File: src/common/gpcfg_pkg.sv
/*
 * Constants for the GPIO port configuration sub-register bank.
 * Assumes an 8-bit register port and one system clock.
 */
package gpcfg_pkg;
    localparam int unsigned GPCFG_W = 8;
    localparam logic [7:0] SEL_OPEN_DRAIN = 8'h03;
    localparam logic [7:0] SEL_HIGH_DRIVE = 8'h04;
    localparam logic [7:0] SEL_WAKE_SRC   = 8'h05;
    localparam logic [7:0] SEL_PULLUP     = 8'h06;
    localparam logic [7:0] SEL_ALT_A      = 8'h07;
    localparam logic [7:0] SEL_ALT_B      = 8'h08;
    localparam logic [7:0] RST_ZERO       = 8'h00;
    localparam logic [7:0] RST_ALT_SMALL  = 8'h04;
    localparam logic [7:0] RST_SELECTOR   = 8'h00;

    typedef enum logic [2:0] {
        SUB_NONE,
        SUB_OD,
        SUB_HD,
        SUB_WAKE,
        SUB_PU,
        SUB_ALTA,
        SUB_ALTB
    } gpcfg_sub_e;

    function automatic gpcfg_sub_e gpcfg_decode(input logic [7:0] sel);
        case (sel)
            SEL_OPEN_DRAIN: gpcfg_decode = SUB_OD;
            SEL_HIGH_DRIVE: gpcfg_decode = SUB_HD;
            SEL_WAKE_SRC:   gpcfg_decode = SUB_WAKE;
            SEL_PULLUP:     gpcfg_decode = SUB_PU;
            SEL_ALT_A:      gpcfg_decode = SUB_ALTA;
            SEL_ALT_B:      gpcfg_decode = SUB_ALTB;
            default:        gpcfg_decode = SUB_NONE;
        endcase
    endfunction
endpackage

File: src/logic/gpcfg_port.sv
/*
 * GPIO port configuration bank: selector register plus indirectly
 * reached sub-registers, pad steering and stop-mode wake request.
 * Assumes a one-cycle read or write strobe from the core, one clock.
 */
`timescale 1ns/1ps
module gpcfg_port
    import gpcfg_pkg::*;
#(
    parameter bit SMALL_PORT = 1'b0
)(
    input  wire logic       sys_clk_i,
    input  wire logic       rst_i,
    input  wire logic       sel_wr_i,
    input  wire logic       win_wr_i,
    input  wire logic       win_rd_i,
    input  wire logic [7:0] wdata_i,
    input  wire logic [7:0] alt_function_enable_i,
    input  wire logic [7:0] af_data_i,
    input  wire logic [7:0] af_oe_i,
    input  wire logic [7:0] gp_data_i,
    input  wire logic [7:0] gp_oe_i,
    input  wire logic [7:0] pin_i,
    input  wire logic       stop_mode_i,
    output logic      [7:0] port_selector_o,
    output logic      [7:0] rdata_o,
    output logic      [7:0] pad_out_o,
    output logic      [7:0] pad_oe_o,
    output logic      [7:0] high_current_bits_o,
    output logic      [7:0] pullup_bits_o,
    output logic      [7:0] alt_select_a_bits_o,
    output logic      [7:0] alt_select_b_bits_o,
    output logic            stop_recover_o
);
    localparam logic [7:0] RST_ALT = SMALL_PORT ? RST_ALT_SMALL : RST_ZERO;

    logic [7:0] sel_ff;
    logic [7:0] od_ff;
    logic [7:0] hd_ff;
    logic [7:0] wake_ff;
    logic [7:0] pu_ff;
    logic [7:0] alta_ff;
    logic [7:0] altb_ff;
    logic [7:0] rdata_ff;
    logic [7:0] pad_out_ff;
    logic [7:0] pad_oe_ff;
    logic [7:0] hd_out_ff;
    logic [7:0] pu_out_ff;
    logic [7:0] alta_out_ff;
    logic [7:0] altb_out_ff;
    logic       recover_ff;
    logic [7:0] nxt_pad_out;
    logic [7:0] nxt_pad_oe;
    logic       nxt_recover;
    logic [7:0] nxt_rdata;
    gpcfg_sub_e sub;

    assign sub = gpcfg_decode(sel_ff);

    always_ff @(posedge sys_clk_i) begin
        if (rst_i) begin
            sel_ff <= RST_SELECTOR;
        end else if (sel_wr_i) begin
            sel_ff <= wdata_i;
        end
    end

    // Selector 00H and unmapped codes swallow writes by design
    always_ff @(posedge sys_clk_i) begin
        if (rst_i) begin
            od_ff   <= RST_ZERO;
            hd_ff   <= RST_ZERO;
            wake_ff <= RST_ZERO;
            pu_ff   <= RST_ZERO;
            alta_ff <= RST_ALT;
            altb_ff <= RST_ALT;
        end else if (win_wr_i) begin
            case (sub)
                SUB_OD:   od_ff   <= wdata_i;
                SUB_HD:   hd_ff   <= wdata_i;
                SUB_WAKE: wake_ff <= wdata_i;
                SUB_PU:   pu_ff   <= wdata_i;
                SUB_ALTA: alta_ff <= wdata_i;
                SUB_ALTB: altb_ff <= wdata_i;
                default: begin
                end
            endcase
        end
    end

    always_comb begin
        case (sub)
            SUB_OD:   nxt_rdata = od_ff;
            SUB_HD:   nxt_rdata = hd_ff;
            SUB_WAKE: nxt_rdata = wake_ff;
            SUB_PU:   nxt_rdata = pu_ff;
            SUB_ALTA: nxt_rdata = alta_ff;
            SUB_ALTB: nxt_rdata = altb_ff;
            default:  nxt_rdata = RST_ZERO;
        endcase
    end

    // Read data lands one cycle after the strobe and holds
    always_ff @(posedge sys_clk_i) begin
        if (rst_i) begin
            rdata_ff <= RST_ZERO;
        end else if (win_rd_i) begin
            rdata_ff <= nxt_rdata;
        end
    end

    gpcfg_pad_ctl u_pad (
        .af_en_i           (alt_function_enable_i),
        .af_data_i         (af_data_i),
        .af_oe_i           (af_oe_i),
        .gp_data_i         (gp_data_i),
        .gp_oe_i           (gp_oe_i),
        .open_drain_bits_i (od_ff),
        .pad_out_o         (nxt_pad_out),
        .pad_oe_o          (nxt_pad_oe)
    );

    gpcfg_wake_det u_wake (
        .sys_clk_i          (sys_clk_i),
        .rst_i              (rst_i),
        .pin_i              (pin_i),
        .wake_source_bits_i (wake_ff),
        .stop_mode_i        (stop_mode_i),
        .wake_hit_o         (nxt_recover)
    );

    // Registered pad controls cost one cycle of latency
    always_ff @(posedge sys_clk_i) begin
        if (rst_i) begin
            pad_out_ff <= RST_ZERO;
            pad_oe_ff  <= RST_ZERO;
        end else begin
            pad_out_ff <= nxt_pad_out;
            pad_oe_ff  <= nxt_pad_oe;
        end
    end

    always_ff @(posedge sys_clk_i) begin
        if (rst_i) begin
            hd_out_ff   <= RST_ZERO;
            pu_out_ff   <= RST_ZERO;
            alta_out_ff <= RST_ZERO;
            altb_out_ff <= RST_ZERO;
        end else begin
            hd_out_ff   <= hd_ff;
            pu_out_ff   <= pu_ff;
            alta_out_ff <= alta_ff & alt_function_enable_i;
            altb_out_ff <= altb_ff & alt_function_enable_i;
        end
    end

    always_ff @(posedge sys_clk_i) begin
        if (rst_i) begin
            recover_ff <= 1'b0;
        end else begin
            recover_ff <= nxt_recover;
        end
    end

    assign port_selector_o     = sel_ff;
    assign rdata_o             = rdata_ff;
    assign pad_out_o           = pad_out_ff;
    assign pad_oe_o            = pad_oe_ff;
    assign high_current_bits_o = hd_out_ff;
    assign pullup_bits_o       = pu_out_ff;
    assign alt_select_a_bits_o = alta_out_ff;
    assign alt_select_b_bits_o = altb_out_ff;
    assign stop_recover_o      = recover_ff;
endmodule

File: src/logic/gpcfg_pad_ctl.sv
/*
 * Per-pin pad steering from the configuration bits.
 * Assumes the alternate function supplies its own data and drive enable.
 */
`timescale 1ns/1ps
module gpcfg_pad_ctl
    import gpcfg_pkg::*;
(
    input  wire logic [7:0] af_en_i,
    input  wire logic [7:0] af_data_i,
    input  wire logic [7:0] af_oe_i,
    input  wire logic [7:0] gp_data_i,
    input  wire logic [7:0] gp_oe_i,
    input  wire logic [7:0] open_drain_bits_i,
    output logic      [7:0] pad_out_o,
    output logic      [7:0] pad_oe_o
);
    always_comb begin
        for (int i = 0; i < 8; i++) begin
            pad_out_o[i] = af_en_i[i] ? af_data_i[i] : gp_data_i[i];
            pad_oe_o[i]  = af_en_i[i] ? af_oe_i[i] : gp_oe_i[i];
            // Open drain on: a one floats, only the low side drives
            if (open_drain_bits_i[i] && pad_out_o[i]) begin
                pad_oe_o[i] = 1'b0;
            end
        end
    end
endmodule

File: src/logic/gpcfg_wake_det.sv
/*
 * Stop-mode wake detector over one port.
 * Assumes pin levels already synchronous to the clock.
 */
`timescale 1ns/1ps
module gpcfg_wake_det
    import gpcfg_pkg::*;
(
    input  wire logic       sys_clk_i,
    input  wire logic       rst_i,
    input  wire logic [7:0] pin_i,
    input  wire logic [7:0] wake_source_bits_i,
    input  wire logic       stop_mode_i,
    output logic            wake_hit_o
);
    logic [7:0] prev_ff;
    always_ff @(posedge sys_clk_i) begin
        if (rst_i) begin
            // Track pins through reset so release shows no false edge
            prev_ff <= pin_i;
        end else begin
            prev_ff <= pin_i;
        end
    end
    assign wake_hit_o = stop_mode_i
        && |((prev_ff ^ pin_i) & wake_source_bits_i);
endmodule

File: config.mk
export PLATFORM = sky130hd
export DESIGN_NAME = gpcfg_port
export DESIGN_NICKNAME = d
export VERILOG_FILES = /design/src/common/gpcfg_pkg.sv /design/src/logic/gpcfg_port.sv /design/src/logic/gpcfg_pad_ctl.sv /design/src/logic/gpcfg_wake_det.sv
export SDC_FILE = /design/constraint.sdc
export NUM_CORES = 1
export LEC_CHECK = 0
export ABC_CLOCK_PERIOD_IN_PS = 2200
export BUFFER_PORTS_ARGS = -buffer_cell sky130_fd_sc_hd__clkbuf_2
export CORE_ASPECT_RATIO = 0.9
export CORE_UTILIZATION = 45
export DETAILED_ROUTE_END_ITERATION = 8
export PLACE_DENSITY = 0.77
export SLEW_MARGIN = 5
export SYNTH_ARGS = -nofsm -noshare
export SYNTH_HDL_FRONTEND = slang
export SYNTH_HIERARCHICAL = 1
export SYNTH_SLANG_ARGS = --single-unit
File: constraint.sdc
create_clock -name sys_clk_i -period 2.2 [get_ports sys_clk_i]
set_clock_uncertainty 0.1 [all_clocks]
set_input_delay 0.22 -clock sys_clk_i [delete_from_list [all_inputs] [get_ports sys_clk_i]]
set_output_delay 0.22 -clock sys_clk_i [all_outputs]
set_load 0.01 [all_outputs]
==> results_dict.tcl, run 1 <==
set metrics [dict create \
    gp_congestion 0.8205 \
    fin_cells 718 \
    ant_nets 0 \
    outcome "finished, final reports clean" \
    wire_per_inst_microns 15.79 \
    r2r_slack_ns 0.16 \
    synthAdderAreaFrac 0 \
    path_max_fanout 16 \
    cts_tree "yes" \
    rsz0062_at_grt "true" \
    cp.arrival_ns 2.22 \
    vias_per_cell 5.178 \
    dp.cells 679 \
    antennaDiodeCount 0 \
    worst_setup_path_start_kind "register" \
    drt_iter0_markers 219 \
    grt_first_pass_wirelength_microns 18080 \
    grt-ovfl-total 0 \
    required_ns 2.39 \
    switchingPower_mw 1.164 \
    ys_seq_elements 121 \
    nNetsFinal 642 \
    multiInputGateArea_sq_um 2167 \
    rows 34 \
    max-vdd-ir-drop_uv 664.0 \
    combPwrFrac 0.068 \
    cts_root_buf "clkbuf_16" \
    yosysWarnings 6 \
    holdWs_ns 0.02750 \
    fill_cells 800 \
    final_layout_size_suffix_gt1_frac 0.3142 \
    clkTransAtPathRegs_ns 0.05 \
    synth_edf_count 0 \
    wl_microns 11330 \
    clkPwrFrac 0.515 \
    htree_levels 4 \
    die-area_sq_um 10840 \
    syn_inst 441 \
    drc 0 \
    grt_pass1_vias 3670 \
    power_switching_share 0.2127 \
    endpoint_kind "register" \
    synth_mux_area_frac 0.1728 \
    finalCritPeriodShare 0.9256 \
    final_cell_area_sq_um 6150 \
    clkLatencyLatePin_ns 0.41 \
    initial_core_util 0.4732 \
    period_needed_ns 2.036 \
    min_path_type "in -> reg" \
    synthSimpleGateAreaFrac 0.2030 \
    avgSynthCellArea_sq_um 10.64 \
    syn-num-nets 503 \
    synth_flop_cell "dfxtp_1" \
    power_frac_seq 0.417 \
    areaGrowthSynthToFinish_pct 31.10 \
    power.leakage_nw 3.064 \
    p_int_mw 4.308 \
    seq_area_sq_um 2422 \
    ios 127 \
    max-slew-margin-rel 0.5868 \
    setup_viol 0 \
    place_hpwl_microns 8111 \
    placedInstanceArea_sq_um 5464 \
    max_cap_violations 0 \
    fp.dieH_microns 98.86 \
    netlist.area_leader.share 0.5164 \
    yosysUniqueCellTypes 32 \
    synth_top_family_by_area "simple AND/OR/NAND/NOR gates" \
    die_x_microns 109.6 \
    hold_violations 0 \
    fmax_mhz 491.1 \
    ys_seq_area_frac 0.5164 \
    cts_setup_buffers 0 \
    fp.coreArea_sq_um 9912 \
    worst_pin_slew_ns 0.6189 \
    path_class "reg -> reg" \
    antenna_found_initial 0 \
    power_density_nw_per_um2 889.8 \
    synth_xor_area_frac 0.01494 \
    synth_compound_area_frac 0.07122 \
    grt_max_degree 50 \
    vias 3718 \
    portBuffers 126 \
    cts_made_buffers 17 \
    synth_area_leaders "dfxtp_1 (52%), mux2i_1 (13%), nor2b_1 (6.0%), nor2_1 (5.2%), and3b_1 (3.2%)" \
    synthArstFlopShare 0 \
    yosysTopAreaCell "dfxtp_1" \
    syn_area_sq_um 4691 \
    drv_slew 0 \
    first_pass_iters 5 \
    grt_usage 0.2230 \
    clockBufferDepth 2 \
    cts_resized 0 \
    numClockSinks 121 \
]
[routing by layer]
metal	global-route usage	part of all wire	vias up
met5	0	0	-
met3	0.06746	0.074	16
met1	0.2818	0.44	1745
met2	0.3580	0.48	142
met4	0.08103	0.012	0
li1	-	-	1815
[flip-flops by register name, summed over array words and instances, names as in the netlist]
register and flops:
pad_oe_o 8, u_wake/prev_ff 8, pad_out_o 8, hd_ff 8, alta_ff 8, alt_select_b_bits_o 8
od_ff 8, altb_ff 8, high_current_bits_o 8, wake_ff 8, pullup_bits_o 8, rdata_o 8
port_selector_o 8, pu_ff 8, stop_recover_o 1, alt_select_a_bits_o 8
[layout by cell type, fill, tap and decap left out, types with 9 or more instances in the layout]
cell	Yosys	final
clkbuf_2	0	125
dfxtp_1	121	121
nor2_1	65	65
mux2i_1	60	60
nor2b_1	45	45
nand2_1	33	33
and3b_1	17	17
clkbuf_16	0	17
a22oi_1	9	9
buf_4	2	9
[what timing repair did]
item                       4_1_cts  5_1_grt
setup endpoints to repair        0        1
hold endpoints to repair         8        0
hold buffers                     8        0
[final timing paths]
| kind | from | to | cells past startpoint |
|---|---|---|---|
| worst max-delay path | port_selector_o[0] | wake_ff[1] | 4 |
| worst min-delay path | stop_mode_i | stop_recover_o | 4 |
| worst max register to register | port_selector_o[0] | wake_ff[1] | 4 |
| worst min register to register | rdata_o[4] | rdata_o[4] | 2 |
[layout make-up]
| class | instances | share of cell area |
|---|---|---|
| Clock buffer | 23 | 0.07935 |
| Clock inverter | 8 | 0.01913 |
| Inverter | 1 | 0.0006104 |
| Multi-Input combinational cell | 296 | 0.3524 |
| Sequential cell | 121 | 0.3939 |
| Tap cell | 126 | 0.02564 |
| Timing Repair Buffer | 143 | 0.1290 |
[per-stage QoR]
step	TNS (ns)	utilization	power [mW]	setup slack (ns)
2_1_floorplan	0	-	2.520	0.4731
3_3_place_gp	0	0.5513	2.675	0.2742
3_5_place_dp	0	0.5513	2.686	0.2146
4_1_cts	0	0.6204	5.509	0.1744
5_1_grt	-0.003154	0.6204	5.655	-0.003154
6_report	0	0.6204	5.472	0.1638
[cell families (layout without fill, tap and decap cells)]
group,after synthesis,in the layout
AOI/OAI and AO/OA,39,39
xor gates and xnor gates,8,8
buffers and inverters,24,175
DFF,121,121
muxes,74,74
and+or+nand+nor,175,175
[cells in the mapped netlist (2+ instances only)]
master / count
dfxtp_1: 121
nor2_1: 65
mux2i_1: 60
nor2b_1: 45
nand2_1: 33
and3b_1: 17
clkbuf_1: 15
a22oi_1: 9
a311oi_1: 8
a32o_1: 8
mux2_4: 8
xor2_1: 8
o21a_1: 6
a22o_1: 4
mux2_2: 4
nand4_2: 4
buf_1: 3
buf_2: 3
and2_1: 2
buf_4: 2
mux4_2: 2
nand4b_1: 2
nor3b_1: 2
o2bb2ai_1: 2
[critical path: stages (launching register included)]
cell and delay (ns):
dfxtp_1 0.71, nor2b_1 0.38, nand4_2 0.38, mux2i_1 0.29
nor2_1 0.05
[power groups by stage]
stage / Combinational, mW / Sequential (mW) / Clock (mW)
3_3_place_gp: 0.351 / 2.32 / 0
4_1_cts: 0.373 / 2.28 / 2.86
2_1_floorplan: 0.185 / 2.33 / 0
3_5_place_dp: 0.360 / 2.33 / 0
6_report: 0.372 / 2.28 / 2.82
5_1_grt: 0.407 / 2.29 / 2.96
Note: power is estimated with default switching activity, not from simulation.
==> run 2: changes to the inputs <==
- ABC_CLOCK_PERIOD_IN_PS: 2200 -> 2500
- clock period: 2.2 -> 2.5 ns (I/O delays scaled with it)
==> results_dict.tcl, run 2 (synthesized netlist as in run 1, its figures left out) <==
set metrics [dict create \
    switchingPower_mw 1.003 \
    rsz0062_at_grt "false" \
    power_switching_share 0.2105 \
    die-area_sq_um 10840 \
    grt_usage 0.2236 \
    first_pass_iters 4 \
    endpoint_kind "register" \
    seq_area_sq_um 2422 \
    grt_max_degree 66 \
    drv_slew 0 \
    fin_ws_ns 0.2963 \
    cts_made_buffers 17 \
    htree_levels 4 \
    gp_congestion 0.8258 \
    drc 0 \
    power_frac_seq 0.423 \
    cp.arrival_ns 2.37 \
    combPwrFrac 0.068 \
    path_max_fanout 16 \
    portBuffers 126 \
    setup_viol 0 \
    final_layout_size_suffix_gt1_frac 0.3107 \
    finalCritPeriodShare 0.8815 \
    wire_per_inst_microns 16.07 \
    fill_cells 851 \
    antennaDiodeCount 0 \
    max-slew-margin-rel 0.5381 \
    pre_cts_slack_ns 0.3564 \
    wl_microns 11490 \
    fp.dieH_microns 98.86 \
    power.leakage_nw 3.043 \
    min_path_type "in -> reg" \
    tns_ns 0 \
    crit_chain "nor2b_1 -> nand4_2 -> mux2i_1 -> nor2_1" \
    worst_setup_path_start_kind "register" \
    rows 34 \
    ios 127 \
    drt_iter0_markers 198 \
    period_needed_ns 2.204 \
    max_stage_delay_ns 0.76 \
    vias 3776 \
    grt_first_pass_wirelength_microns 18370 \
    ant_nets 0 \
    die_x_microns 109.6 \
    antenna_found_initial 0 \
    vias_per_cell 5.281 \
    grt-ovfl-total 0 \
    slowest_stage "dfxtp_1" \
    clkTransAtPathRegs_ns 0.05 \
    outcome "finished, final reports clean" \
    fmax_mhz 453.8 \
    clkPwrFrac 0.509 \
    cts_root_buf "clkbuf_16" \
    multiInputGateArea_sq_um 2167 \
    fp.coreArea_sq_um 9912 \
    layout_commonest_cell "clkbuf_2" \
    max_cap_violations 0 \
    grt_pass1_vias 3691 \
    clockBufferDepth 2 \
    final_cell_mix "clkbuf_2 (125), dfxtp_1 (121), nor2_1 (65), mux2i_1 (60), nor2b_1 (45)" \
    path_class "reg -> reg" \
    areaGrowthSynthToFinish_pct 30.54 \
    clkLatencyLatePin_ns 0.40 \
    nNetsFinal 640 \
    required_ns 2.67 \
    initial_core_util 0.4732 \
    p_int_mw 3.759 \
    numClockSinks 121 \
    cts_tree "yes" \
    worst_pin_slew_ns 0.6919 \
    hold_violations 0 \
    power_density_nw_per_um2 777.6 \
    place_hpwl_microns 8020 \
    max-vdd-ir-drop_uv 617.5 \
    cts_setup_buffers 0 \
]
run 2: changes by cell type in the layout (fill, tap and decap cells not counted):
cell / previous run / this run
clkinv_2: 4 / 3
clkbuf_8: 4 / 3
clkinvlp_4: 1 / 2
buf_4: 9 / 7
run 2: area by class of cell:
type | instances | area share
clock buffer | 22 | 0.07744
clock inverter | 8 | 0.01962
inverter | 1 | 0.0006130
multi-input combinational | 296 | 0.3539
sequential | 121 | 0.3956
tap | 126 | 0.02575
timing repair buffer | 141 | 0.1271
run 2: critical path, delay by kind of cell (launching register included):
family / cells / cell delay (ns)
mux: 1 / 0.28
flops: 1 / 0.76
simple gates: 3 / 0.94
run 2: stage by stage:
| step | total power, mW | utilization | instance area [sq um] | instances | hold slack (ns) |
|---|---|---|---|---|---|
| floorplan | 2.217 | - | 4691 | 441 | 0.1777 |
| global placement | 2.351 | 0.5497 | 5449 | 677 | 0.2796 |
| detailed placement | 2.362 | 0.5497 | 5449 | 677 | 0.2828 |
| CTS | 4.807 | 0.6178 | 6123 | 715 | 0.05428 |
| global route | 4.924 | 0.6178 | 6123 | 715 | 0.06855 |
| finish | 4.762 | 0.6178 | 6123 | 715 | 0.07034 |
run 2: layer usage:
layer / vias up / share of wire / global-route usage / wire length [microns]
met5: - / 0 / 0 / 0
met1: 1825 / 0.43 / 0.2652 / 4933
met2: 124 / 0.49 / 0.3774 / 5656
met3: 18 / 0.062 / 0.07407 / 715
li1: 1809 / - / - / -
met4: 0 / 0.016 / 0.07487 / 183
run 2: power groups by stage:
stage / logic (mW) / clock network (mW) / registers [mW]
after floorplan: 0.163 / 0 / 2.05
after global placement: 0.302 / 0 / 2.05
after detailed placement: 0.310 / 0 / 2.05
after CTS: 0.323 / 2.47 / 2.01
after global routing: 0.352 / 2.55 / 2.02
final: 0.324 / 2.42 / 2.01
run 2: path summary, 6_finish.rpt:
path                            from        endpoint  slack (ns)  depth (start not counted)
setup / recovery  port_selector_o[1]        pu_ff[5]        0.30                          4
hold / removal           stop_mode_i  stop_recover_o        0.07                          4
setup reg to reg  port_selector_o[1]        pu_ff[5]        0.30                          4
hold reg to reg           rdata_o[1]      rdata_o[1]        0.38                          2
run 2: what timing repair did:
action / 4_1_cts / 5_1_grt
endpoints found under the hold margin: 8 / 0
hold buffers: 8 / 0
setup endpoints to repair: 0 / 0
gates resized for setup: 0 / 0
